<file path="src/hdl/chain_pkg.sv">
package chain_pkg;

   // Serial word framing
   localparam int         WORD_BITS      = 16;
   localparam logic [4:0] WORD_BIT_COUNT = 5'h10;

   // Register byte offsets
   localparam logic [7:0] OFF_CTRL      = 8'h00;
   localparam logic [7:0] OFF_CHAIN     = 8'h04;
   localparam logic [7:0] OFF_CFG_WORDS = 8'h08;
   localparam logic [7:0] OFF_STATUS    = 8'h0c;

   // Field positions
   localparam int CTRL_INTERLACE = 0;
   localparam int CTRL_CASCADE   = 1;
   localparam int STAT_DONE      = 0;
   localparam int STAT_CONVERT   = 1;
   localparam int STAT_STATE_LO  = 2;
   localparam int STAT_STATE_HI  = 3;
   localparam int STAT_FWD_PEND  = 4;

   // Reset values
   localparam logic [1:0]  CTRL_RST      = 2'h0;
   localparam logic [3:0]  CHAIN_LEN_RST = 4'h1;
   localparam logic [15:0] CFG_WORDS_RST = 16'h0001;

   // AXI responses
   localparam logic [1:0] RESP_OKAY   = 2'h0;
   localparam logic [1:0] RESP_DECERR = 2'h3;

   typedef enum logic [1:0] {
      stCfgOwn,
      stCfgFwd,
      stConvert
   } chain_state_t;

endpackage

</file>
<file path="src/hdl/word_link_if.sv">
interface word_link_if;
   logic                            bitEn;
   logic                            load;
   logic [chain_pkg::WORD_BITS-1:0] word;
   logic                            ready;
   logic                            serial_data_out;
   logic                            frame_sync_out;

   modport tx  (input bitEn, load, word, output ready, serial_data_out, frame_sync_out);
   modport ctl (output bitEn, load, word, input ready, serial_data_out, frame_sync_out);
endinterface

</file>
<file path="src/hdl/word_shifter.sv">
module word_shifter (
   // Clock and reset
   input wire logic clk,
   input wire logic sys_rst,
   // Word link
   word_link_if.tx  link
);

   logic [chain_pkg::WORD_BITS-1:0] shift_reg;
   logic [4:0]                      bitCnt_reg;
   logic                            sdo_reg;
   logic                            fso_reg;

   // New word may be taken alongside the last bit, so words run back to back
   assign link.ready = (bitCnt_reg <= 5'h01);
   assign link.serial_data_out   = sdo_reg;
   assign link.frame_sync_out   = fso_reg;

   always_ff @(posedge clk) begin
      if (sys_rst) begin
         shift_reg  <= '0;
         bitCnt_reg <= 5'h00;
         sdo_reg    <= 1'b0;
         fso_reg    <= 1'b0;
      end else begin
         fso_reg <= 1'b0;
         if (link.bitEn) begin
            if (bitCnt_reg != 5'h00) begin
               sdo_reg    <= shift_reg[chain_pkg::WORD_BITS-1];
               shift_reg  <= {shift_reg[chain_pkg::WORD_BITS-2:0], 1'b0};
               bitCnt_reg <= bitCnt_reg - 5'h01;
            end
            if (link.load && link.ready) begin
               shift_reg  <= link.word;
               bitCnt_reg <= chain_pkg::WORD_BIT_COUNT;
               fso_reg    <= 1'b1;
            end
         end
      end
   end

endmodule

</file>
<file path="src/hdl/daisy_chain_interlacer.sv">
// Our own choices: the register addresses and the AXI4-Lite interface to the registers.
module daisy_chain_interlacer #(
   parameter int ADDR_W = 8
) (
   // Clock and reset
   input  wire logic                            clk,
   input  wire logic                            sys_rst,
   // AXI4-Lite slave
   input  wire logic [ADDR_W-1:0]               s_axi_awaddr,
   input  wire logic                            s_axi_awvalid,
   output logic                                 s_axi_awready,
   input  wire logic [31:0]                     s_axi_wdata,
   input  wire logic [3:0]                      s_axi_wstrb,
   input  wire logic                            s_axi_wvalid,
   output logic                                 s_axi_wready,
   output logic [1:0]                           s_axi_bresp,
   output logic                                 s_axi_bvalid,
   input  wire logic                            s_axi_bready,
   input  wire logic [ADDR_W-1:0]               s_axi_araddr,
   input  wire logic                            s_axi_arvalid,
   output logic                                 s_axi_arready,
   output logic [31:0]                          s_axi_rdata,
   output logic [1:0]                           s_axi_rresp,
   output logic                                 s_axi_rvalid,
   input  wire logic                            s_axi_rready,
   // Chain and receiver pins
   input  wire logic                            serialDataIn,
   input  wire logic                            frameSyncIn,
   output logic                                 serialDataOut,
   output logic                                 frameSyncOut,
   output logic                                 serialClockOut,
   output logic                                 configDone,
   input  wire logic                            convStart,
   input  wire logic                            clockRateSelect,
   input  wire logic                            outputEdgeSelect,
   // Filter side
   input  wire logic [chain_pkg::WORD_BITS-1:0] sampleData,
   input  wire logic                            sampleValid,
   output logic [chain_pkg::WORD_BITS-1:0]      configWord,
   output logic                                 configWordValid,
   output logic [chain_pkg::WORD_BITS-1:0]      cascadeWord,
   output logic                                 cascadeValid
);

   localparam int W = chain_pkg::WORD_BITS;

   function automatic logic [31:0] strbMerge(input logic [31:0] oldVal,
                                             input logic [31:0] newVal,
                                             input logic [3:0]  strb);
      logic [31:0] res;
      res = oldVal;
      for (int i = 0; i < 4; i++) begin
         if (strb[i]) begin
            res[i*8 +: 8] = newVal[i*8 +: 8];
         end
      end
      return res;
   endfunction

   function automatic logic isMapped(input logic [ADDR_W-1:0] addr);
      logic [7:0] a;
      a = {addr[7:2], 2'b00};
      return (a == chain_pkg::OFF_CTRL) || (a == chain_pkg::OFF_CHAIN) ||
             (a == chain_pkg::OFF_CFG_WORDS) || (a == chain_pkg::OFF_STATUS);
   endfunction

   // Registers and state
   logic [1:0]                ctrl_reg;
   logic [3:0]                chainLen_reg;
   logic [15:0]               cfgWords_reg;
   chain_pkg::chain_state_t   state_reg;
   logic [15:0]               cfgCnt_reg;
   logic                      done_reg;
   logic                      phase_reg;
   logic                      sclk_reg;
   logic [W-1:0]              rxShift_reg;
   logic [4:0]                rxCnt_reg;
   logic                      armPend_reg;
   logic                      rxDone_reg;
   logic [W-1:0]              rxWord_reg;
   logic [W-1:0]              fwdWord_reg;
   logic                      fwdPend_reg;
   logic [W-1:0]              upWord_reg;
   logic [W-1:0]              ownHold_reg;
   logic                      ownPend_reg;
   logic [3:0]                slot_reg;
   logic [W-1:0]              cfgOut_reg;
   logic                      cfgOutValid_reg;
   logic [W-1:0]              casOut_reg;
   logic                      casValid_reg;

   // AXI state
   logic              awRdy_reg, wRdy_reg, awHeld_reg, wHeld_reg;
   logic              bvalid_reg, arRdy_reg, rvalid_reg;
   logic [ADDR_W-1:0] awAddr_reg;
   logic [31:0]       wData_reg;
   logic [3:0]        wStrb_reg;
   logic [1:0]        bresp_reg, rresp_reg;
   logic [31:0]       rdata_reg;

   logic         bitEn;
   logic         converting;
   logic         txLoad;
   logic [W-1:0] ownTerm;
   logic [W-1:0] convWord;
   logic         doWrite, awHeld_next, wHeld_next, bvalid_next, arTake, rvalid_next;
   logic [31:0]  ctrlMerged, chainMerged, cfgMerged;

   word_link_if link ();

   word_shifter u_shifter (
      .clk     (clk),
      .sys_rst (sys_rst),
      .link    (link)
   );

   // Bit timing: every cycle at full rate, every other cycle at half rate
   assign bitEn      = clockRateSelect ? (phase_reg == outputEdgeSelect) : 1'b1;
   assign converting = (state_reg == chain_pkg::stConvert);

   always_ff @(posedge clk) begin
      if (sys_rst) begin
         phase_reg <= 1'b0;
         sclk_reg  <= 1'b1;
      end else begin
         phase_reg <= ~phase_reg;
         // Full rate: the pin stands high and the board uses the master clock
         sclk_reg  <= clockRateSelect ? (bitEn ^ outputEdgeSelect) : 1'b1;
      end
   end

   // Word receiver; a frame sync seen off a bit cell waits for the next one
   always_ff @(posedge clk) begin
      if (sys_rst) begin
         rxShift_reg <= '0;
         rxCnt_reg   <= 5'h00;
         armPend_reg <= 1'b0;
         rxDone_reg  <= 1'b0;
         rxWord_reg  <= '0;
      end else begin
         rxDone_reg <= 1'b0;
         if (bitEn) begin
            if (rxCnt_reg != 5'h00) begin
               rxShift_reg <= {rxShift_reg[W-2:0], serialDataIn};
               rxCnt_reg   <= rxCnt_reg - 5'h01;
               if (rxCnt_reg == 5'h01) begin
                  rxDone_reg <= 1'b1;
                  rxWord_reg <= {rxShift_reg[W-2:0], serialDataIn};
               end
            end
            if (frameSyncIn || armPend_reg) begin
               rxCnt_reg <= chain_pkg::WORD_BIT_COUNT;
            end
            armPend_reg <= 1'b0;
         end else if (frameSyncIn) begin
            armPend_reg <= 1'b1;
         end
      end
   end

   // Configuration and conversion sequencing
   always_ff @(posedge clk) begin
      if (sys_rst) begin
         state_reg       <= chain_pkg::stCfgOwn;
         cfgCnt_reg      <= 16'h0000;
         done_reg        <= 1'b0;
         cfgOut_reg      <= '0;
         cfgOutValid_reg <= 1'b0;
      end else begin
         cfgOutValid_reg <= 1'b0;
         unique case (state_reg)
            chain_pkg::stCfgOwn: begin
               if (rxDone_reg) begin
                  cfgOut_reg      <= rxWord_reg;
                  cfgOutValid_reg <= 1'b1;
                  cfgCnt_reg      <= cfgCnt_reg + 16'h0001;
                  if (cfgCnt_reg + 16'h0001 >= cfgWords_reg) begin
                     state_reg <= chain_pkg::stCfgFwd;
                     done_reg  <= 1'b1;
                  end
               end
            end
            chain_pkg::stCfgFwd: begin
               if (convStart) begin
                  state_reg <= chain_pkg::stConvert;
               end
            end
            chain_pkg::stConvert: begin
               if (!convStart) begin
                  state_reg <= chain_pkg::stCfgFwd;
               end
            end
         endcase
      end
   end

   // Forwarding of configuration words after our own; set wins over clear
   always_ff @(posedge clk) begin
      if (sys_rst) begin
         fwdWord_reg <= '0;
         fwdPend_reg <= 1'b0;
      end else if (rxDone_reg && state_reg == chain_pkg::stCfgFwd) begin
         fwdWord_reg <= rxWord_reg;
         fwdPend_reg <= 1'b1;
      end else if (txLoad && !converting) begin
         fwdPend_reg <= 1'b0;
      end
   end

   // Interlacer: held upstream word plus zero-padded own sample
   assign ownTerm  = (ctrl_reg[chain_pkg::CTRL_INTERLACE] && slot_reg == 4'h0 && ownPend_reg) ?
                     ownHold_reg : '0;
   assign convWord = ctrl_reg[chain_pkg::CTRL_INTERLACE] ?
                     (upWord_reg + ownTerm) : ownHold_reg;
   assign txLoad   = bitEn && link.ready && (converting || fwdPend_reg);

   assign link.bitEn = bitEn;
   assign link.load  = txLoad;
   assign link.word  = converting ? convWord : fwdWord_reg;

   always_ff @(posedge clk) begin
      if (sys_rst) begin
         upWord_reg <= '0;
      end else if (rxDone_reg && converting) begin
         upWord_reg <= rxWord_reg;
      end else if (txLoad && converting) begin
         upWord_reg <= '0;
      end
   end

   always_ff @(posedge clk) begin
      if (sys_rst) begin
         ownHold_reg <= '0;
         ownPend_reg <= 1'b0;
      end else if (sampleValid) begin
         ownHold_reg <= sampleData;
         ownPend_reg <= 1'b1;
      end else if (txLoad && converting && slot_reg == 4'h0) begin
         ownPend_reg <= 1'b0;
      end
   end

   // One own slot per chain length words, giving clock/(16 x N) per device at full rate, clock/(32 x N) at half rate
   always_ff @(posedge clk) begin
      if (sys_rst || !converting) begin
         slot_reg <= 4'h0;
      end else if (txLoad) begin
         slot_reg <= (slot_reg + 4'h1 >= chainLen_reg) ? 4'h0 : slot_reg + 4'h1;
      end
   end

   // Upstream partial result handed to the local filter
   always_ff @(posedge clk) begin
      if (sys_rst) begin
         casOut_reg   <= '0;
         casValid_reg <= 1'b0;
      end else begin
         casValid_reg <= rxDone_reg && converting && ctrl_reg[chain_pkg::CTRL_CASCADE];
         if (rxDone_reg && converting) begin
            casOut_reg <= rxWord_reg;
         end
      end
   end

   // AXI4-Lite write path
   assign doWrite     = awHeld_reg && wHeld_reg && !bvalid_reg;
   assign awHeld_next = (awHeld_reg || (s_axi_awvalid && awRdy_reg)) && !doWrite;
   assign wHeld_next  = (wHeld_reg || (s_axi_wvalid && wRdy_reg)) && !doWrite;
   assign bvalid_next = doWrite || (bvalid_reg && !s_axi_bready);
   assign ctrlMerged  = strbMerge({30'h0, ctrl_reg}, wData_reg, wStrb_reg);
   assign chainMerged = strbMerge({28'h0, chainLen_reg}, wData_reg, wStrb_reg);
   assign cfgMerged   = strbMerge({16'h0, cfgWords_reg}, wData_reg, wStrb_reg);

   always_ff @(posedge clk) begin
      if (sys_rst) begin
         awRdy_reg  <= 1'b0;
         wRdy_reg   <= 1'b0;
         awHeld_reg <= 1'b0;
         wHeld_reg  <= 1'b0;
         bvalid_reg <= 1'b0;
         bresp_reg  <= chain_pkg::RESP_OKAY;
         awAddr_reg <= '0;
         wData_reg  <= 32'h0000_0000;
         wStrb_reg  <= 4'h0;
      end else begin
         if (s_axi_awvalid && awRdy_reg) begin
            awAddr_reg <= s_axi_awaddr;
         end
         if (s_axi_wvalid && wRdy_reg) begin
            wData_reg <= s_axi_wdata;
            wStrb_reg <= s_axi_wstrb;
         end
         if (doWrite) begin
            bresp_reg <= isMapped(awAddr_reg) ? chain_pkg::RESP_OKAY : chain_pkg::RESP_DECERR;
         end
         awHeld_reg <= awHeld_next;
         wHeld_reg  <= wHeld_next;
         bvalid_reg <= bvalid_next;
         awRdy_reg  <= !awHeld_next && !bvalid_next;
         wRdy_reg   <= !wHeld_next && !bvalid_next;
      end
   end

   always_ff @(posedge clk) begin
      if (sys_rst) begin
         ctrl_reg     <= chain_pkg::CTRL_RST;
         chainLen_reg <= chain_pkg::CHAIN_LEN_RST;
         cfgWords_reg <= chain_pkg::CFG_WORDS_RST;
      end else if (doWrite) begin
         unique case ({awAddr_reg[7:2], 2'b00})
            chain_pkg::OFF_CTRL:
               ctrl_reg <= ctrlMerged[1:0];
            chain_pkg::OFF_CHAIN:
               chainLen_reg <= chainMerged[3:0];
            chain_pkg::OFF_CFG_WORDS:
               cfgWords_reg <= cfgMerged[15:0];
            default: ;
         endcase
      end
   end

   // AXI4-Lite read path, one cycle from address to data
   assign arTake      = s_axi_arvalid && arRdy_reg;
   assign rvalid_next = arTake || (rvalid_reg && !s_axi_rready);

   always_ff @(posedge clk) begin
      if (sys_rst) begin
         arRdy_reg  <= 1'b0;
         rvalid_reg <= 1'b0;
         rdata_reg  <= 32'h0000_0000;
         rresp_reg  <= chain_pkg::RESP_OKAY;
      end else begin
         if (arTake) begin
            rresp_reg <= isMapped(s_axi_araddr) ? chain_pkg::RESP_OKAY : chain_pkg::RESP_DECERR;
            unique case ({s_axi_araddr[7:2], 2'b00})
               chain_pkg::OFF_CTRL:      rdata_reg <= {30'h0, ctrl_reg};
               chain_pkg::OFF_CHAIN:     rdata_reg <= {28'h0, chainLen_reg};
               chain_pkg::OFF_CFG_WORDS: rdata_reg <= {16'h0, cfgWords_reg};
               chain_pkg::OFF_STATUS:    rdata_reg <= {27'h0, fwdPend_reg, state_reg,
                                                       converting, done_reg};
               default:                  rdata_reg <= 32'h0000_0000;
            endcase
         end
         rvalid_reg <= rvalid_next;
         arRdy_reg  <= !rvalid_next;
      end
   end

   // Outputs
   assign s_axi_awready   = awRdy_reg;
   assign s_axi_wready    = wRdy_reg;
   assign s_axi_bresp     = bresp_reg;
   assign s_axi_bvalid    = bvalid_reg;
   assign s_axi_arready   = arRdy_reg;
   assign s_axi_rdata     = rdata_reg;
   assign s_axi_rresp     = rresp_reg;
   assign s_axi_rvalid    = rvalid_reg;
   assign serialDataOut   = link.serial_data_out;
   assign frameSyncOut    = link.frame_sync_out;
   assign serialClockOut  = sclk_reg;
   assign configDone      = done_reg;
   assign configWord      = cfgOut_reg;
   assign configWordValid = cfgOutValid_reg;
   assign cascadeWord     = casOut_reg;
   assign cascadeValid    = casValid_reg;

endmodule

</file>
<file path="config.mk">
export PLATFORM = sky130hd
export DESIGN_NAME = daisy_chain_interlacer
export DESIGN_NICKNAME = d
export VERILOG_FILES = /design/src/hdl/chain_pkg.sv /design/src/hdl/word_link_if.sv /design/src/hdl/word_shifter.sv /design/src/hdl/daisy_chain_interlacer.sv
export SDC_FILE = /design/constraint.sdc
export NUM_CORES = 1
export LEC_CHECK = 0
export BUFFER_PORTS_ARGS = -buffer_cell sky130_fd_sc_hd__buf_2
export CORE_MARGIN = 5
export CORE_UTILIZATION = 49
export DETAILED_ROUTE_END_ITERATION = 16
export PLACE_DENSITY = 0.7
export SYNTH_ARGS = -nofsm -noshare
export SYNTH_HDL_FRONTEND = slang
export SYNTH_SLANG_ARGS = --single-unit
</file>
<file path="constraint.sdc">
create_clock -name clk -period 9.8 [get_ports clk]
set_input_delay 0.49 -clock clk [delete_from_list [all_inputs] [get_ports clk]]
set_output_delay 0.49 -clock clk [all_outputs]
set_load 0.01 [all_outputs]
</file>
==> results of run 1 <==
[power by group]
| group | leakage [nW] | internal, mW | switching (mW) |
|---|---|---|---|
| registers | 1.95 | 1.02 | 0.0347 |
| clock network | 0.422 | 0.568 | 0.394 |
| logic | 2.62 | 0.110 | 0.206 |
| total | 5.00 | 1.70 | 0.636 |
[synthesized netlist by cell type (12+ instances only)]
cell type	number
sky130_fd_sc_hd__a211oi_1	12
sky130_fd_sc_hd__o21ai_0	28
sky130_fd_sc_hd__a21oi_1	166
sky130_fd_sc_hd__xnor2_1	23
sky130_fd_sc_hd__a22oi_1	17
sky130_fd_sc_hd__nand2_1	262
sky130_fd_sc_hd__dfxtp_1	241
sky130_fd_sc_hd__buf_4	20
sky130_fd_sc_hd__clkbuf_1	58
sky130_fd_sc_hd__mux2i_1	54
sky130_fd_sc_hd__nor3_1	30
sky130_fd_sc_hd__and2_1	20
sky130_fd_sc_hd__ha_1	43
sky130_fd_sc_hd__nor2_1	115
sky130_fd_sc_hd__nand3_1	20
sky130_fd_sc_hd__xor2_1	19
sky130_fd_sc_hd__inv_1	32
[kinds of logic after synthesis]
| kind of cell | Yosys count |
|---|---|
| flops | 241 |
| compound gates | 290 |
| other cells | 1 |
| mux | 56 |
| buf+inv | 126 |
| xor+xnor | 42 |
| simple gates | 523 |
| fa+ha+maj | 45 |
[area by class of cell]
class	instances	area, sq um	area share
multi-input combinational	972	5690	0.454
sequential	241	4820	0.386
clock buffer	34	752	0.0601
timing repair buffer	129	672	0.0537
tap	280	350	0.0280
inverter	32	120	0.00960
clock inverter	13	109	0.00870
[per-layer routing]
| layer | vias to the layer above | routed length, microns | GRT usage | share of wire |
|---|---|---|---|---|
| met1 | 4403 | 12100 | 0.270 | 0.45 |
| met4 | 0 | 339 | 0.0395 | 0.013 |
| met3 | 27 | 1480 | 0.0343 | 0.055 |
| li1 | 4663 | - | - | - |
| met5 | - | 0 | 0 | 0 |
| met2 | 202 | 12900 | 0.346 | 0.48 |
[placed cells by master (no fill, tap or decap), types with 5 or more instances in the layout]
master and count:
sky130_fd_sc_hd__nor2b_1 9, sky130_fd_sc_hd__nor2_1 115, sky130_fd_sc_hd__nand2b_1 7, sky130_fd_sc_hd__a21oi_1 166, sky130_fd_sc_hd__clkinv_2 6, sky130_fd_sc_hd__mux2i_1 54, sky130_fd_sc_hd__nor3b_1 5, sky130_fd_sc_hd__inv_1 32
sky130_fd_sc_hd__o211ai_1 5, sky130_fd_sc_hd__o21ai_0 28, sky130_fd_sc_hd__and2_1 20, sky130_fd_sc_hd__buf_2 120, sky130_fd_sc_hd__buf_4 8, sky130_fd_sc_hd__nor3_1 30, sky130_fd_sc_hd__clkbuf_8 5, sky130_fd_sc_hd__and4_1 5
sky130_fd_sc_hd__and3_1 8, sky130_fd_sc_hd__a22oi_1 17, sky130_fd_sc_hd__xor2_1 19, sky130_fd_sc_hd__nand2_1 262, sky130_fd_sc_hd__nand4_1 7, sky130_fd_sc_hd__a211oi_1 12, sky130_fd_sc_hd__ha_1 43, sky130_fd_sc_hd__nand4b_1 5
sky130_fd_sc_hd__o31ai_1 5, sky130_fd_sc_hd__nand3_1 20, sky130_fd_sc_hd__xnor2_1 23, sky130_fd_sc_hd__nor4_1 6, sky130_fd_sc_hd__or3_1 5, sky130_fd_sc_hd__dfxtp_1 241, sky130_fd_sc_hd__a21o_1 10, sky130_fd_sc_hd__clkbuf_16 27
sky130_fd_sc_hd__conb_1 16
[path summary, 6_finish.rpt]
path                              to  slack (ns)  cells past startpoint
max          u_shifter.shift_reg[15]        6.09                     13
min                   ownHold_reg[3]        0.21                      3
max reg2reg  u_shifter.shift_reg[15]        6.09                     13
min reg2reg           serialClockOut        0.42                      1
[through the flow]
stage,area [sq um],worst slack [ns]
final,12500,6.09
after global routing,12500,5.80
after CTS,12500,6.08
after detailed placement,11700,6.10
after global placement,11700,6.15
after floorplan,11100,6.54
[worst min-delay path, stage by stage]
cell	delay [ns]
sky130_fd_sc_hd__buf_2	0.07
sky130_fd_sc_hd__mux2i_1	0.05
sky130_fd_sc_hd__nor2_1	0.07
==> run summary, run 1 <==
The flow ran to the end, and the final reports show no timing, DRC or antenna violations. The normalized max-slew margin is 0.318. The number of gates resized after CTS is 0. The critical-path maximum fanout came out at 16. After the last flow step, the layout net total stands at 1527. The via count is 9295.

The startpoint identified for the worst register-to-register timing path is slot_reg[0]. The placed instance count came out at 1654. The number of buffers on the longest clock path is 3. The master of the slowest instance on the critical path is sky130_fd_sc_hd__or3b_2. The initial antenna violation count is 0.

The area share of fa/ha/maj cells after synthesis is 0.0516. The achievable clock frequency came out at 269 MHz. The average footprint of a synthesized cell came out at 8.32 sq um. The class of the most critical setup path is reg -> reg. The final hold violation count came out at 0. The initial utilization of the core area, before any placement, comes to 0.501. The first global-routing pass estimated 43900 microns of wire. The most used flip-flop cell after synthesis is sky130_fd_sc_hd__dfxtp_1. The arrival time at the worst endpoint came out at 4.09 ns.

The share of flip-flops with an asynchronous set or reset came out at 0. The routed wirelength normalized by instance count came out at 15.8 microns. TritonCTS built the clock tree.

The mux cell area share after synthesis is 0.0532. Synthesis produced a netlist whose cell count is 1324. The largest net degree at the start of global routing is 101. The die extent in y is 160 microns.

The number of design-rule violations left by the first detailed-router iteration is 553. Setup repair after global routing left no endpoint under its margin. Once the clock tree was built, the setup fixing pass inserted 0 buffers. The later pin in the worst-skew pair is clocked with a latency of 0.52 ns. Of the cells placed in the final design, the portion with a size suffix greater than 1 is 0.138. Routability-driven placement finished with a final weighted congestion of 0.836.

The count of input and output buffers came out at 121. The largest stage delay on the critical path came out at 0.47 ns. The most critical setup path has its startpoint at slot_reg[0]. The number of design rule violations left after detail routing is 0.

The post-detailed-route via-to-cell ratio is 5.46. The total chip power came out at 2.33 mW. Across the VDD grid, the largest voltage drop is 103 uV.

The final hold slack came out at 0.209 ns. The share of the Yosys chip area taken by registers is 0.438. The standard cell core area came out at 0.0220 sq mm. After synthesis, the cell types taking the most area are sky130_fd_sc_hd__dfxtp_1, sky130_fd_sc_hd__nand2_1, sky130_fd_sc_hd__a21oi_1, sky130_fd_sc_hd__mux2i_1, sky130_fd_sc_hd__ha_1. The non-filler instance count after layout is 1701. The number of global-route vias before repair was 8852. The die width came out at 160 microns. The placed wire-length estimate came out at 18900 microns.

Traced cell by cell, the critical path runs through inv_1, ha_1, or3b_2, nor2_1, buf_4, and2_1, ha_1, a21oi_1, o21ai_0, a211o_1, a31o_2, o31ai_1, o221ai_1. The setup TNS after final layout is 0 ns. The share of synthesized area in the top cell type comes to 0.438. The global-route usage over all layers came out at 0.201.

The detailed-route wire length came out at 26800 microns. The number of max-slew violations in the final report was 0. The CTS sink count came out at 241.

After synthesis, the largest family of logic cells by area is simple AND/OR/NAND/NOR gates. The final core utilization came out at 0.570. The post-CTS clock slew at the launch and capture registers of the worst setup and hold paths came out at 0.06 ns. The CTS H-tree depth came out at 1. The post-synthesis xor/xnor area fraction came out at 0.0334. The kind of cell with the highest combined delay on the critical path is compound AO/OA/AOI/OAI gates. The complex-gate fraction of the synthesized area came out at 0.160. The tree is rooted in a sky130_fd_sc_hd__clkbuf_16. After filler insertion, the fill cell instance count of the layout stands at 1993. The number of violations of the max-capacitance limit came out at 0. The type of element capturing the critical path is a register.

The number of register bits inferred by synthesis came out at 241. The initialized floorplan defines 54 standard-cell rows. The remaining global-route overflow came out at 0.

In this run the static leakage power is 5.00 nW. The simple logic cell fraction of the synthesized area came out at 0.212. The worst setup path is launched from a register. In the finished design, the share of the clock period the worst path needs comes to 0.379. The number of nets with antenna violations after routing came out at 0. The repair_antennas step left the layout with diodes totalling 0. The worst hold path belongs to the class in -> reg. At the pin with the least slew margin, the transition time is 1.02 ns. The number of buffers and inverters on the critical path is 2.

The first detailed-routing pass took 4 iterations. The number of buffers created by CTS is 26. The power density over the cells is 187 mW/mm^2. The cell with the most instances on the worst path is sky130_fd_sc_hd__ha_1. The largest area contributor in the synthesized netlist is sky130_fd_sc_hd__dfxtp_1.

The clock arrives with 0.0116 ns of skew. The full die area is 0.0256 sq mm. The number of enable flip-flop cells after synthesis is 0.

The netlist area before placement is 0.0110 sq mm. The count of synthesis-stage warnings from yosys came out at 0. The clock period minus final worst setup slack is 3.71 ns. After clock tree synthesis, the flow added hold-fix buffers numbering 0. Setup violations remaining at the end of the flow were counted as 0.

The worst hold path begins at sampleData[3]. The netlist uses 71 different library cells. The number of ports placed on the die boundary came out at 160. Relative to the synthesized area, the layout overhead comes to 13.7%.

The required time of the critical path is 10.18 ns.
No activity file was read; power rests on OpenSTA's default activity.
==> run 2: changes to the inputs <==
- clock period: 9.8 -> 3.6 ns (I/O delays scaled with it)
==> run summary, run 2 (synthesis results as in run 1) <==
The post-CTS clock slew at the launch and capture registers of the worst setup and hold paths is 0.06 ns (about the same). The number of buffers on the longest clock path is 3 (unchanged). The setup slack at placement is 0.193 ns (-5.90 ns). The critical path is of the reg -> reg type. The die width is 160 microns (unchanged). The worst setup path is captured at a register. The cell area after placement came to 0.0118 sq mm (+1.3%). The largest stage delay on the critical path is 0.50 ns (+0.03 ns). The number of nets with antenna violations after routing is 0 (unchanged). The detailed-route wire length is 28400 microns (+6.1%). The floorplan row count came out at 54 (unchanged).

The total chip power is 6.49 mW (+180%). The final core utilization came out at 0.600 (+0.0303). The post-detailed-route via-to-cell ratio came out at 5.44 (-0.37%). The clock tree from TritonCTS is built. The standard cell core area is 0.0220 sq mm (unchanged). The final cycle utilization of the critical path is 0.954 (+0.575).

The clock latency on the worst-skew pair came out at 0.53 ns (about the same). The largest net degree at the start of global routing was 94 (-6.9%). The classification of the worst-slack hold path is in -> reg. The slack of the critical path came out at 0.166 ns (-5.92 ns).

The arrival time at the worst endpoint is 3.88 ns (-0.21 ns). The achievable clock frequency is 291 MHz (+8.1%). The total setup buffers inserted after CTS came out at 0 (unchanged). The clock tree root buffer cell is sky130_fd_sc_hd__clkbuf_16. The most frequent standard cell in the layout excluding fill and tap cells is sky130_fd_sc_hd__nand2_1. The non-filler instance count after layout is 1771 (+4.1%). The leakage power summed over all cells is 5.30 nW (+6.0%).

For this design, the slowest cell found on the critical path is sky130_fd_sc_hd__or4_1. The normalized max-slew margin is 0.395 (+0.0769). The initial antenna violation count came to 0 (unchanged). Setup repair after global routing left no endpoint under its margin.

The setup TNS after final layout is 0 ns (unchanged). The placed wire-length estimate was 19400 microns (+2.4%). The number of max-slew violations in the final report is 0 (unchanged). The flow ran to the end, and the final reports show no timing, DRC or antenna violations. The number of design-rule violations left by the first detailed-router iteration was 553 (unchanged). The worst voltage drop across the vdd grid came out at 352 uV (+240%). STA classifies the critical path startpoint as a register. The CTS sink count is 241 (unchanged).

The effective utilization at floorplan was 0.501 (unchanged). The number of global-route vias before repair is 9257 (+4.6%). The fraction of layout cells with a size suffix above 1 came out at 0.141 (+0.00291). The number of buffers created by CTS is 26 (unchanged). The relative area change from synthesis to final layout came out at 19.7%. The placed instance count was 1674 (+1.2%). The count of nets after finishing is 1599 (+4.7%). The clock tree skew after final layout came out at 0.0167 ns (+0.00516 ns).

The kind of cell with the highest combined delay on the critical path is simple AND/OR/NAND/NOR gates. The CTS H-tree depth is 1 (unchanged). The number of detailed-route iterations in the first pass is 5 (+1). The final hold violation count is 0 (unchanged). The number of ports placed on the die boundary came out at 160 (unchanged). The number of violations of the max-capacitance limit is 0 (unchanged). The count of buffering cells on the critical path with inverters included came out at 2 (unchanged). The required time of the critical path is 4.05 ns (-6.13 ns). The library cells used most frequently in the layout, excluding fill and tap cells, are sky130_fd_sc_hd__nand2_1, sky130_fd_sc_hd__dfxtp_1, sky130_fd_sc_hd__a21oi_1, sky130_fd_sc_hd__buf_2, sky130_fd_sc_hd__nor2_1. The global-route usage over all layers came to 0.215 (+0.0141). The wire length of the first global-routing pass came out at 46600 microns (+6.0%). The transition time at the pin with the least slew margin came out at 0.908 ns (-0.115 ns).

The final hold slack came out at 0.112 ns (-0.0971 ns). The routed wirelength normalized by instance count came out at 16.1 microns (+1.9%). The signal on the critical path passes through inv_1, ha_1, or3b_2, nor2_1, buf_4, and2_1, ha_1, fa_1, a21o_1, o2bb2ai_1, o31a_1, or4_1, nor4bb_1, nor3_1. The number of design rule violations left after detail routing came to 0 (unchanged). The fill cell instance count of the final layout is 1974 (-0.95%). The full die area is 0.0256 sq mm (unchanged). The cell area after layout was 0.0132 sq mm (+5.3%). The via count came out at 9642 (+3.7%). The remaining global-route overflow is 0 (unchanged). The final weighted congestion in routability-driven placement is 0.892 (+6.7%). The critical-path maximum fanout came to 16 (unchanged). The count of input and output buffers came out at 121 (unchanged).

The cell with the most instances on the worst path is sky130_fd_sc_hd__ha_1. The count of antenna diodes in the layout is 0 (unchanged). The clock period minus final worst setup slack is 3.43 ns (-0.279 ns). The power density over the cells came to 492 mW/mm^2 (+160%). The number of setup violations in the final report came out at 0 (unchanged). The die extent in y is 160 microns (unchanged).
==> run 2: cell types whose count changed in the layout (fill, tap and decap cells not counted), sizes merged <==
cell         previous run  this run
dlygate4sd3             0        52
buf                   129       149
clkinv                  8         5
bufinv                  1         3
clkbuf                 34        35
clkinvlp                3         2
inv                    33        32
==> run 2: layer usage <==
metal  track usage  share of wire  vias up
met5             0              0        -
met4        0.0622          0.021        0
met3        0.0397          0.053       53
met2         0.362           0.47      223
met1         0.285           0.45     4551
li1              -              -     4815
==> run 2: tightest hold or removal path, cell delays in order <==
cell and delay, ns:
sky130_fd_sc_hd__buf_2 0.07, sky130_fd_sc_hd__or2_2 0.17, sky130_fd_sc_hd__and3_1 0.17
==> run 2: report_power, final <==
part / internal (mW) / leakage, nW / total, mW / switching, mW
Sequential: 2.78 / 1.95 / 2.88 / 0.0985
Combinational: 0.349 / 2.93 / 0.937 / 0.588
Clock: 1.62 / 0.416 / 2.67 / 1.05
==> run 2: cell type report <==
type                            count  area, sq um  area share
Clock buffer                       35          726      0.0551
Clock inverter                     10          130     0.00987
Inverter                           32          120     0.00911
Multi-Input combinational cell    972         5690       0.431
Sequential cell                   241         4820       0.366
Tap cell                          280          350      0.0266
Timing Repair Buffer              201         1340       0.102
==> run 2: final timing paths <==
check	start	end	slack [ns]	depth (start not counted)
max	slot_reg[0]	u_shifter.shift_reg[14]	0.17	14
min	frameSyncIn	armPend_reg	0.11	3
max reg2reg	slot_reg[0]	u_shifter.shift_reg[14]	0.17	14
min reg2reg	phase_reg	serialClockOut	0.43	1
==> run 2: what timing repair did <==
| item | 4_1_cts | 5_1_grt |
|---|---|---|
| hold buffers | 52 | 0 |
| resized for setup | 0 | 1 |
| hold endpoints to repair | 49 | 0 |
| endpoints found under the setup margin | 0 | 1 |
